--- config.mk ---
export PLATFORM = sky130hd
export DESIGN_NAME = mode_config_port
export DESIGN_NICKNAME = d
export VERILOG_FILES = /design/src/core/mode_port_pkg.sv /design/src/core/mode_config_port.sv /design/src/core/pin_sync.sv /design/src/core/nap_wake_timer.sv
export VERILOG_INCLUDE_DIRS = /design/src /design/src/core
export SDC_FILE = /design/constraint.sdc
export NUM_CORES = 1
export LEC_CHECK = 0
export BUFFER_PORTS_ARGS = -buffer_cell sky130_fd_sc_hd__buf_2
export CAP_MARGIN = 0
export CORE_UTILIZATION = 25
export DETAILED_ROUTE_END_ITERATION = 16
export GPL_ROUTABILITY_DRIVEN = 1
export HOLD_SLACK_MARGIN = 0.05
export PLACE_DENSITY = 0.39
export SYNTH_ARGS = -nofsm -noshare
export SYNTH_HDL_FRONTEND = slang
export SYNTH_HIERARCHICAL = 1
export SYNTH_SLANG_ARGS = --single-unit
--- constraint.sdc ---
create_clock -name ref_clk -period 1.9 [get_ports ref_clk]
set_clock_uncertainty 0.05 [all_clocks]
set_input_delay 0.19 -clock ref_clk [delete_from_list [all_inputs] [get_ports ref_clk]]
set_output_delay 0.19 -clock ref_clk [all_outputs]
set_load 0.005 [all_outputs]
--- src/core/mode_port_params.svh ---
`ifndef MODE_PORT_PARAMS_SVH
`define MODE_PORT_PARAMS_SVH

// register indices (address field A6:A0)
`define REG_IDX_SOFT_RESET      7'h00
`define REG_IDX_POWER_DOWN      7'h01
`define REG_IDX_OUTPUT_CURRENT  7'h03
// power_down_register field positions
`define PD_BIT_SLEEP            3
`define PD_BIT_NAP              2
`define PD_BIT_CHB_OFF          1
`define PD_USED_MASK            8'h0E
// soft_reset_ctrl trigger bit
`define RST_BIT_TRIGGER         7
// reset value of every mode control register
`define MODE_REG_RESET          8'h00
// output driver current code for 1.75 mA, 3.5 mA is code zero
`define CUR_CODE_1P75MA         3'h1
`define CUR_CODE_3P5MA          3'h0
// serial word geometry
`define WORD_BITS               16
// nap wake-up in sampling clocks
`define NAP_WAKE_CYCLES         100

`endif

--- src/core/mode_port_pkg.sv ---
package mode_port_pkg;

  typedef struct packed {
    logic       stabilizer_on;
    logic       sleep;
    logic       nap;
    logic       chb_off;
    logic [2:0] drv_current;
  } mode_ctrl_type;

  typedef struct packed {
    logic cs_n;
    logic sck;
    logic sdi;
  } serial_pins_type;

  typedef enum logic [1:0] {
    ST_IDLE  = 2'b00,
    ST_SHIFT = 2'b01,
    ST_DONE  = 2'b10
  } xfer_state_type;

endpackage

--- src/core/mode_config_port.sv ---
// Operation
// - sleep powers down everything, from register in serial or SCK in parallel.
// - serial mode can disable channel B alone, channel A keeps running.
// - nap powers core down, reference stays; wake needs 100 clocks.
// - nap is only reachable through power_down_register in serial mode.
// - strap high means parallel static pins, low means serial port.
// - parallel CS pin turns duty-cycle stabilizer off at 0, on at 1.
// - parallel SCK pin: 0 normal, 1 whole converter sleeps.
// - parallel SDI pin: 0 selects 3.5 mA, 1 selects 1.75 mA drive.
// - transfer framed by CS low; first sixteen SCK rises sampled, rest ignored.
// - word is read flag, seven address bits, eight data bits, MSB first.
// - read flag low stores the data byte in the addressed register.
// - read flag high returns register on SDO, no update, SDI data ignored.
// - SDO is open drain: only pulls low, otherwise released.
// - writing 1 to D7 of reset_register clears all mode register bits.
// - reset trigger self-clears; reset_register is write only.
// - unused register bits read back as zero.
// - power_down_register bit 3 is sleep: 1 powers down entire converter.
`timescale 1ns/1ps
`include "mode_port_params.svh"

module mode_config_port (
  // clock and reset
  input  wire logic                        ref_clk,
  input  wire logic                        rst,
  // strap and configuration pins
  input  wire logic                        prog_mode_select,
  input  wire mode_port_pkg::serial_pins_type pins_in,
  input  wire logic                        sample_tick,
  // open-drain readback pin
  output logic                             sdo_out,
  output logic                             sdo_oe,
  // resulting mode controls
  output mode_port_pkg::mode_ctrl_type     mode_out,
  output logic                             chb_enabled,
  output logic                             core_settled
);
  import mode_port_pkg::*;

  logic [3:0] sync_bits;
  logic       strap_s;
  logic       cs_n_s;
  logic       sck_s;
  logic       sdi_s;

  pin_sync #(.WIDTH(4)) u_sync (
    .ref_clk  (ref_clk),
    .rst      (rst),
    .async_in ({prog_mode_select, pins_in.cs_n, pins_in.sck, pins_in.sdi}),
    .sync_out (sync_bits)
  );

  assign strap_s = sync_bits[3];
  assign cs_n_s  = sync_bits[2];
  assign sck_s   = sync_bits[1];
  assign sdi_s   = sync_bits[0];

  // serial shifter state
  xfer_state_type state_r,    state_nxt;
  logic           sck_d_r,    sck_d_nxt;
  logic [4:0]     bit_cnt_r,  bit_cnt_nxt;
  logic [15:0]    shift_r,    shift_nxt;
  logic           rd_flag_r,  rd_flag_nxt;
  logic [7:0]     rd_data_r,  rd_data_nxt;
  logic           sdo_low_r,  sdo_low_nxt;
  // register file
  logic [7:0]     pd_reg_r,   pd_reg_nxt;
  logic [2:0]     cur_reg_r,  cur_reg_nxt;
  logic           dcs_reg_r,  dcs_reg_nxt;
  logic           trig_r,     trig_nxt;
  // resulting mode controls
  mode_ctrl_type  mode_r,     mode_nxt;
  logic           chb_en_r,   chb_en_nxt;
  // decoded strobes
  logic           serial_mode;
  logic           sck_rise;
  logic           word_done;
  logic           wr_strobe;
  logic [6:0]     wr_addr;
  logic [7:0]     wr_data;
  logic           powered_down;
  logic           settled;

  assign serial_mode = !strap_s;
  // sck rests low, so the reset value of sck_d_r gives no false edge
  assign sck_rise    = sck_s && !sck_d_r;

  // readback value per address; unused bits forced low
  function automatic logic [7:0] read_reg(input logic [6:0] addr,
                                          input logic [7:0] pd,
                                          input logic [2:0] cur,
                                          input logic       dcs);
    logic [7:0] val;
    val = 8'h00;
    case (addr)
      `REG_IDX_POWER_DOWN:     val = pd & `PD_USED_MASK;
      `REG_IDX_OUTPUT_CURRENT: val = {4'h0, dcs, cur};
      default:                 val = 8'h00;
    endcase
    return val;
  endfunction

  // parallel drive-current pin to current code
  function automatic logic [2:0] par_current(input logic pin);
    logic [2:0] code;
    code = `CUR_CODE_3P5MA;
    if (pin) begin
      code = `CUR_CODE_1P75MA;
    end
    return code;
  endfunction

  // serial frame shifter
  always_comb begin
    state_nxt   = state_r;
    sck_d_nxt   = sck_s;
    bit_cnt_nxt = bit_cnt_r;
    shift_nxt   = shift_r;
    rd_flag_nxt = rd_flag_r;
    rd_data_nxt = rd_data_r;
    word_done   = 1'b0;
    case (state_r)
      ST_IDLE: begin
        bit_cnt_nxt = 5'h00;
        rd_flag_nxt = 1'b0;
        if (serial_mode && !cs_n_s) begin
          state_nxt = ST_SHIFT;
        end
      end
      ST_SHIFT: begin
        if (cs_n_s || !serial_mode) begin
          // a cut frame leaves without ever raising the write strobe
          state_nxt = ST_IDLE;
        end else if (sck_rise) begin
          shift_nxt   = {shift_r[14:0], sdi_s};
          bit_cnt_nxt = bit_cnt_r + 5'h01;
          if (bit_cnt_r == 5'h07) begin
            // flag and address are complete with the eighth bit
            rd_flag_nxt = shift_r[6];
            rd_data_nxt = read_reg({shift_r[5:0], sdi_s}, pd_reg_r,
                                   cur_reg_r, dcs_reg_r);
          end else if (bit_cnt_r > 5'h07) begin
            // host sampled the bit on this rise, present the next one
            rd_data_nxt = {rd_data_r[6:0], 1'b0};
          end
          if (bit_cnt_r == 5'(`WORD_BITS - 1)) begin
            word_done = 1'b1;
            state_nxt = ST_DONE;
          end
        end
      end
      ST_DONE: begin
        // later edges in this frame are ignored
        if (cs_n_s || !serial_mode) begin
          state_nxt = ST_IDLE;
        end
      end
      default: begin
        state_nxt = ST_IDLE;
      end
    endcase
  end

  // open drain: only ever pull low, in the last eight bit times of a read
  always_comb begin
    sdo_low_nxt = rd_flag_nxt && (state_nxt == ST_SHIFT) &&
                  (bit_cnt_nxt >= 5'h08) && !rd_data_nxt[7];
  end

  assign wr_strobe = word_done && !shift_nxt[15];
  assign wr_addr   = shift_nxt[14:8];
  assign wr_data   = shift_nxt[7:0];

  // mode register file
  always_comb begin
    pd_reg_nxt  = pd_reg_r;
    cur_reg_nxt = cur_reg_r;
    dcs_reg_nxt = dcs_reg_r;
    // trigger lives one cycle only; read_reg has no entry for it, so it reads back as zero
    trig_nxt    = 1'b0;
    if (trig_r) begin
      pd_reg_nxt  = `MODE_REG_RESET;
      cur_reg_nxt = 3'(`MODE_REG_RESET);
      dcs_reg_nxt = 1'(`MODE_REG_RESET);
    end else if (wr_strobe) begin
      case (wr_addr)
        `REG_IDX_SOFT_RESET: begin
          trig_nxt = wr_data[`RST_BIT_TRIGGER];
        end
        `REG_IDX_POWER_DOWN: begin
          pd_reg_nxt = wr_data & `PD_USED_MASK;
        end
        `REG_IDX_OUTPUT_CURRENT: begin
          cur_reg_nxt = wr_data[2:0];
          dcs_reg_nxt = wr_data[3];
        end
        default: begin
          pd_reg_nxt = pd_reg_r;
        end
      endcase
    end
  end

  // mode selection: register file in serial mode, static pins otherwise
  always_comb begin
    mode_nxt = '0;
    if (serial_mode) begin
      mode_nxt.stabilizer_on = dcs_reg_r;
      mode_nxt.sleep         = pd_reg_r[`PD_BIT_SLEEP];
      mode_nxt.nap           = pd_reg_r[`PD_BIT_NAP];
      mode_nxt.chb_off       = pd_reg_r[`PD_BIT_CHB_OFF];
      mode_nxt.drv_current   = cur_reg_r;
    end else begin
      mode_nxt.stabilizer_on = cs_n_s;
      mode_nxt.sleep         = sck_s;
      mode_nxt.nap           = 1'b0;
      mode_nxt.chb_off       = 1'b0;
      mode_nxt.drv_current   = par_current(sdi_s);
    end
    // channel a is untouched by the channel b control
    chb_en_nxt = !mode_nxt.chb_off;
  end

  assign powered_down = mode_r.sleep || mode_r.nap;

  nap_wake_timer #(.WAKE_CYCLES(`NAP_WAKE_CYCLES)) u_wake (
    .ref_clk      (ref_clk),
    .rst          (rst),
    .powered_down (powered_down),
    .sample_tick  (sample_tick),
    .settled      (settled)
  );

  always_ff @(posedge ref_clk) begin
    if (rst) begin
      state_r   <= ST_IDLE;
      sck_d_r   <= 1'b0;
      bit_cnt_r <= 5'h00;
      shift_r   <= 16'h0000;
      rd_flag_r <= 1'b0;
      rd_data_r <= 8'h00;
      sdo_low_r <= 1'b0;
      pd_reg_r  <= `MODE_REG_RESET;
      cur_reg_r <= 3'(`MODE_REG_RESET);
      dcs_reg_r <= 1'(`MODE_REG_RESET);
      trig_r    <= 1'b0;
      mode_r    <= '0;
      chb_en_r  <= 1'b1;
    end else begin
      state_r   <= state_nxt;
      sck_d_r   <= sck_d_nxt;
      bit_cnt_r <= bit_cnt_nxt;
      shift_r   <= shift_nxt;
      rd_flag_r <= rd_flag_nxt;
      rd_data_r <= rd_data_nxt;
      sdo_low_r <= sdo_low_nxt;
      pd_reg_r  <= pd_reg_nxt;
      cur_reg_r <= cur_reg_nxt;
      dcs_reg_r <= dcs_reg_nxt;
      trig_r    <= trig_nxt;
      mode_r    <= mode_nxt;
      chb_en_r  <= chb_en_nxt;
    end
  end

  assign sdo_oe       = sdo_low_r;
  assign sdo_out      = !sdo_low_r;
  assign mode_out     = mode_r;
  assign chb_enabled  = chb_en_r;
  assign core_settled = settled;
endmodule

--- src/core/pin_sync.sv ---
`timescale 1ns/1ps

module pin_sync #(
  parameter int WIDTH = 4
) (
  // clock and reset
  input  wire logic             ref_clk,
  input  wire logic             rst,
  // pins
  input  wire logic [WIDTH-1:0] async_in,
  output logic      [WIDTH-1:0] sync_out
);

  logic [WIDTH-1:0] meta_r;
  logic [WIDTH-1:0] sync_r;

  // first stage feeds only the second stage
  always_ff @(posedge ref_clk) begin
    if (rst) begin
      meta_r <= '0;
      sync_r <= '0;
    end else begin
      meta_r <= async_in;
      sync_r <= meta_r;
    end
  end

  assign sync_out = sync_r;

endmodule

--- src/core/nap_wake_timer.sv ---
`timescale 1ns/1ps

module nap_wake_timer #(
  parameter int WAKE_CYCLES = 100
) (
  // clock and reset
  input  wire logic ref_clk,
  input  wire logic rst,
  // power-down level and sampling clock tick
  input  wire logic powered_down,
  input  wire logic sample_tick,
  output logic      settled
);

  logic [7:0] count_r;
  logic [7:0] count_nxt;

  always_comb begin
    count_nxt = count_r;
    if (powered_down) begin
      count_nxt = 8'h00;
    end else if (sample_tick && (count_r < 8'(WAKE_CYCLES))) begin
      count_nxt = count_r + 8'h01;
    end
  end

  always_ff @(posedge ref_clk) begin
    if (rst) begin
      count_r <= 8'(WAKE_CYCLES);
    end else begin
      count_r <= count_nxt;
    end
  end

  // core counts as ready only after the full nap recovery span
  assign settled = !powered_down && (count_r >= 8'(WAKE_CYCLES));
endmodule

==> run summary <==
total routed wirelength - 6.66 mm
Clock Latency Late Sink - 340 ps
synth unique cells - 56
max_cap viols - 0
unrepaired setup endpoints after global routing - true
CTS sink cnt - 65
Worst-path clk slew - 70 ps
Placeable Area - 0.0105 sq mm
delay-heaviest family, CP - compound AO/OA/AOI/OAI gates
EDFF count, synth - 0
max_slew headroom - 70.2%
fin area - 0.00346 sq mm
Port-buffer cells - 17
crit share post-route - 98.3%
CTS Root Cell - clkbuf_8
YS warnings - 6
Detail Route Antenna Nets - 0
dpl cell area - 0.00313 sq mm
final core utilization - 33.1%
first-pass GRT wire length - 11.2 mm
WP data required - 2080 ps
DR iter-0 viols - 96
critical-path cell list - or4b_4 > a311o_4 > a32o_1 > a2111oi_2
Die Span X - 107 microns
LEAKAGE - 1.27 nW
Net Count, Synth - 312
number of buffers and inverters on the critical path - 0
highest-delay cell along the critical path - or4b_4
final-stage net count - 356
setup TNS - 0 ps
min Tclk post-route - 1870 ps
Layout area overhead - 26.4%
Synth top area share - 47.5%
initial antenna violation count - 0
I/O pin cnt - 18
type of destination of the critical path - register
GPL Wtd Cong - 0.736
Die Ht - 107 microns
critical setup path kind - reg -> reg
Synth Instances - 301
FMAX - 0.535 GHz
top cells by area, synth - dfxtp_1 47%, a21oi_1 5.1%, nand2_1 4.9%
Overflow after GRT - 0
max incr delay on CP - 580 ps
Hold WC Path Type - in -> reg
Clock Path Buffers - 2
worst hold slack - 119 ps
TritonCTS clock tree - built
via count - 2276
Seq/Total Area, Yosys - 47.5%
Max Slew Vio Count - 0
Startpoint Class - register
DP HPWL - 4.66 mm
TritonCTS Buffers - 9
post-DR wirelength/cell - 13.7 microns
die area - 0.0114 sq mm
FILL cells - 1133
Initial Utilization - 26.2%
critical path data arrival time - 2050 ps
floorplan row count - 37
H-tree level count - 3
final setup vio count - 0
endpoints failing hold - 0
total track usage - 12.7%
slew at the pin closest to its max-slew limit - 447 ps
pwr dens - 803 mW/mm^2
Max IR drop VDD - 0.408 mV
dominant cell type by area after synthesis - dfxtp_1
share of async-settable or async-resettable flops after synthesis - 0%
pin count of the biggest net entering global routing - 33
vias in the first global route - 2224
DRC viols - 0
Max Fanout on Critical Path - 5
Syn Area/Cell - 9.10 sq um
Mapped Area - 0.00274 sq mm
via density per instance - 4.69
prevailing post-synth register cell - dfxtp_1
Pre-antenna DRT Iters - 6
Yosys reg bits - 65
run status - complete, no violations
share of layout cells above drive strength 1 - 25.5%
# diodes - 0
==> through the flow <==
step	std cells	power, W	setup WS [ps]
3_5_place_dp	464	0.00152	-141
6_report	485	0.00278	31.6
3_3_place_gp	464	0.00152	-71.6
4_1_cts	484	0.00283	26.9
5_1_grt	485	0.00290	-76.8
2_1_floorplan	301	0.00147	7.30
==> cell families (layout without fill, tap and decap cells) <==
kind of cell	count (synthesis)	count (layout)	share of synthesized area (%)
flip-flops	65	65	47.5
AO/OA/AOI/OAI	76	76	19.7
multiplexers	9	9	3.42
adder cells (fa/ha/maj)	4	4	1.83
AND/OR/NAND/NOR	117	117	23.0
buffers and inverters	30	78	4.57
==> cell type report <==
class	instances	area, sq um	share of cell area (%)
Clock buffer	12	145	4.19
Clock inverter	3	65.1	1.88
Tap cell	136	170	4.91
Sequential cell	65	1300	37.6
Inverter	12	45.0	1.30
Timing Repair Buffer	51	362	10.4
Multi-Input combinational cell	206	1370	39.7
==> routing by layer <==
| metal | part of all wire [%] | track usage (%) | vias up |
|---|---|---|---|
| li1 | - | - | 1162 |
| met1 | 52 | 17.1 | 1066 |
| met2 | 44 | 18.8 | 40 |
| met3 | 3.2 | 3.10 | 8 |
| met4 | 1.6 | 5.97 | 0 |
| met5 | 0 | 0 | - |
==> cell usage after synthesis (2+ instances only) <==
library cell and number:
mux2_2 3, a221oi_1 3, nand2b_1 2, nor4_1 4, o21ba_2 4, o21ai_0 10
nor4b_1 2, inv_1 12, o311a_1 2, o41ai_1 2, clkbuf_1 14, nand3b_1 2
a31oi_1 2, a21boi_0 2, nor2_1 21, a21oi_1 28, nand4_1 2, o211ai_1 2
ha_1 4, dfxtp_1 65, mux2i_1 6, or4b_1 3, or3_2 2, nor2b_1 12
and3_1 2, nand3_1 8, or2_2 2, nor3_1 7, and2_1 5, o2111ai_1 7
nand2_1 36
==> placed cells by master, fill, tap and decap left out, types with 3 or more instances in the layout <==
master,synthesis,final
buf_4,1,27
inv_1,12,12
nand3_1,8,7
nor4_1,4,3
and2_1,5,5
o21ai_0,10,10
clkbuf_8,0,10
dlygate4sd3_1,0,4
or4b_1,3,3
nor3_1,7,7
ha_1,4,3
nor2_1,21,19
a21oi_1,28,28
buf_2,1,17
o2111ai_1,7,7
mux2_2,3,3
o21ba_2,4,4
buf_6,1,3
nor2b_1,12,12
mux2i_1,6,6
a221oi_2,0,3
dfxtp_1,65,64
nand2_1,36,36
==> where the power goes <==
part | switching (W) | leakage [nW] | internal [W] | total, W
registers | 0.00000654 | 0.526 | 0.00137 | 0.00138
logic | 0.0000655 | 0.637 | 0.0000507 | 0.000116
clock network | 0.000518 | 0.106 | 0.000767 | 0.00128
total | 0.000590 | 1.27 | 0.00219 | 0.00278
==> worst min-delay path: stages <==
cell,delay (ps)
buf_2,90
or3_2,130
nor2_1,40
==> repair_timing <==
action	in CTS	in global routing
setup buffers	1	1
endpoints found under the setup margin	8	20
gates resized for setup	5	11
endpoints found under the hold margin	4	0
hold buffers	4	0
cloned	0	0
pin swaps	2	4
==> flip-flops by register name, indices dropped and copies added (netlist names), named ones only <==
signal	count
pd_reg_r	3
sck_d_r	1
shift_r	15
u_sync/sync_out	4
dcs_reg_r	1
u_sync/meta_r	4
rd_data_r	8
rd_flag_r	1
trig_r	1
mode_out	7
cur_reg_r	3
u_wake/count_r	8
chb_enabled	1
state_r	2
sdo_oe	1
bit_cnt_r	2
==> path summary, 6_finish.rpt <==
| path | depth (start not counted) | from | slack [ps] | endpoint |
|---|---|---|---|---|
| setup / recovery | 4 | u_sync/sync_out[2]$_SDFF_PP0_ | 30 | sdo_oe$_SDFF_PP0_ |
| hold / removal | 3 | rst | 120 | state_r[1]$_SDFF_PP0_ |
| setup reg to reg | 4 | u_sync/sync_out[2]$_SDFF_PP0_ | 30 | sdo_oe$_SDFF_PP0_ |
| hold reg to reg | 1 | u_sync/meta_r[1]$_SDFF_PP0_ | 390 | u_sync/sync_out[1]$_SDFF_PP0_ |
(Power assumes the default switching activity.)
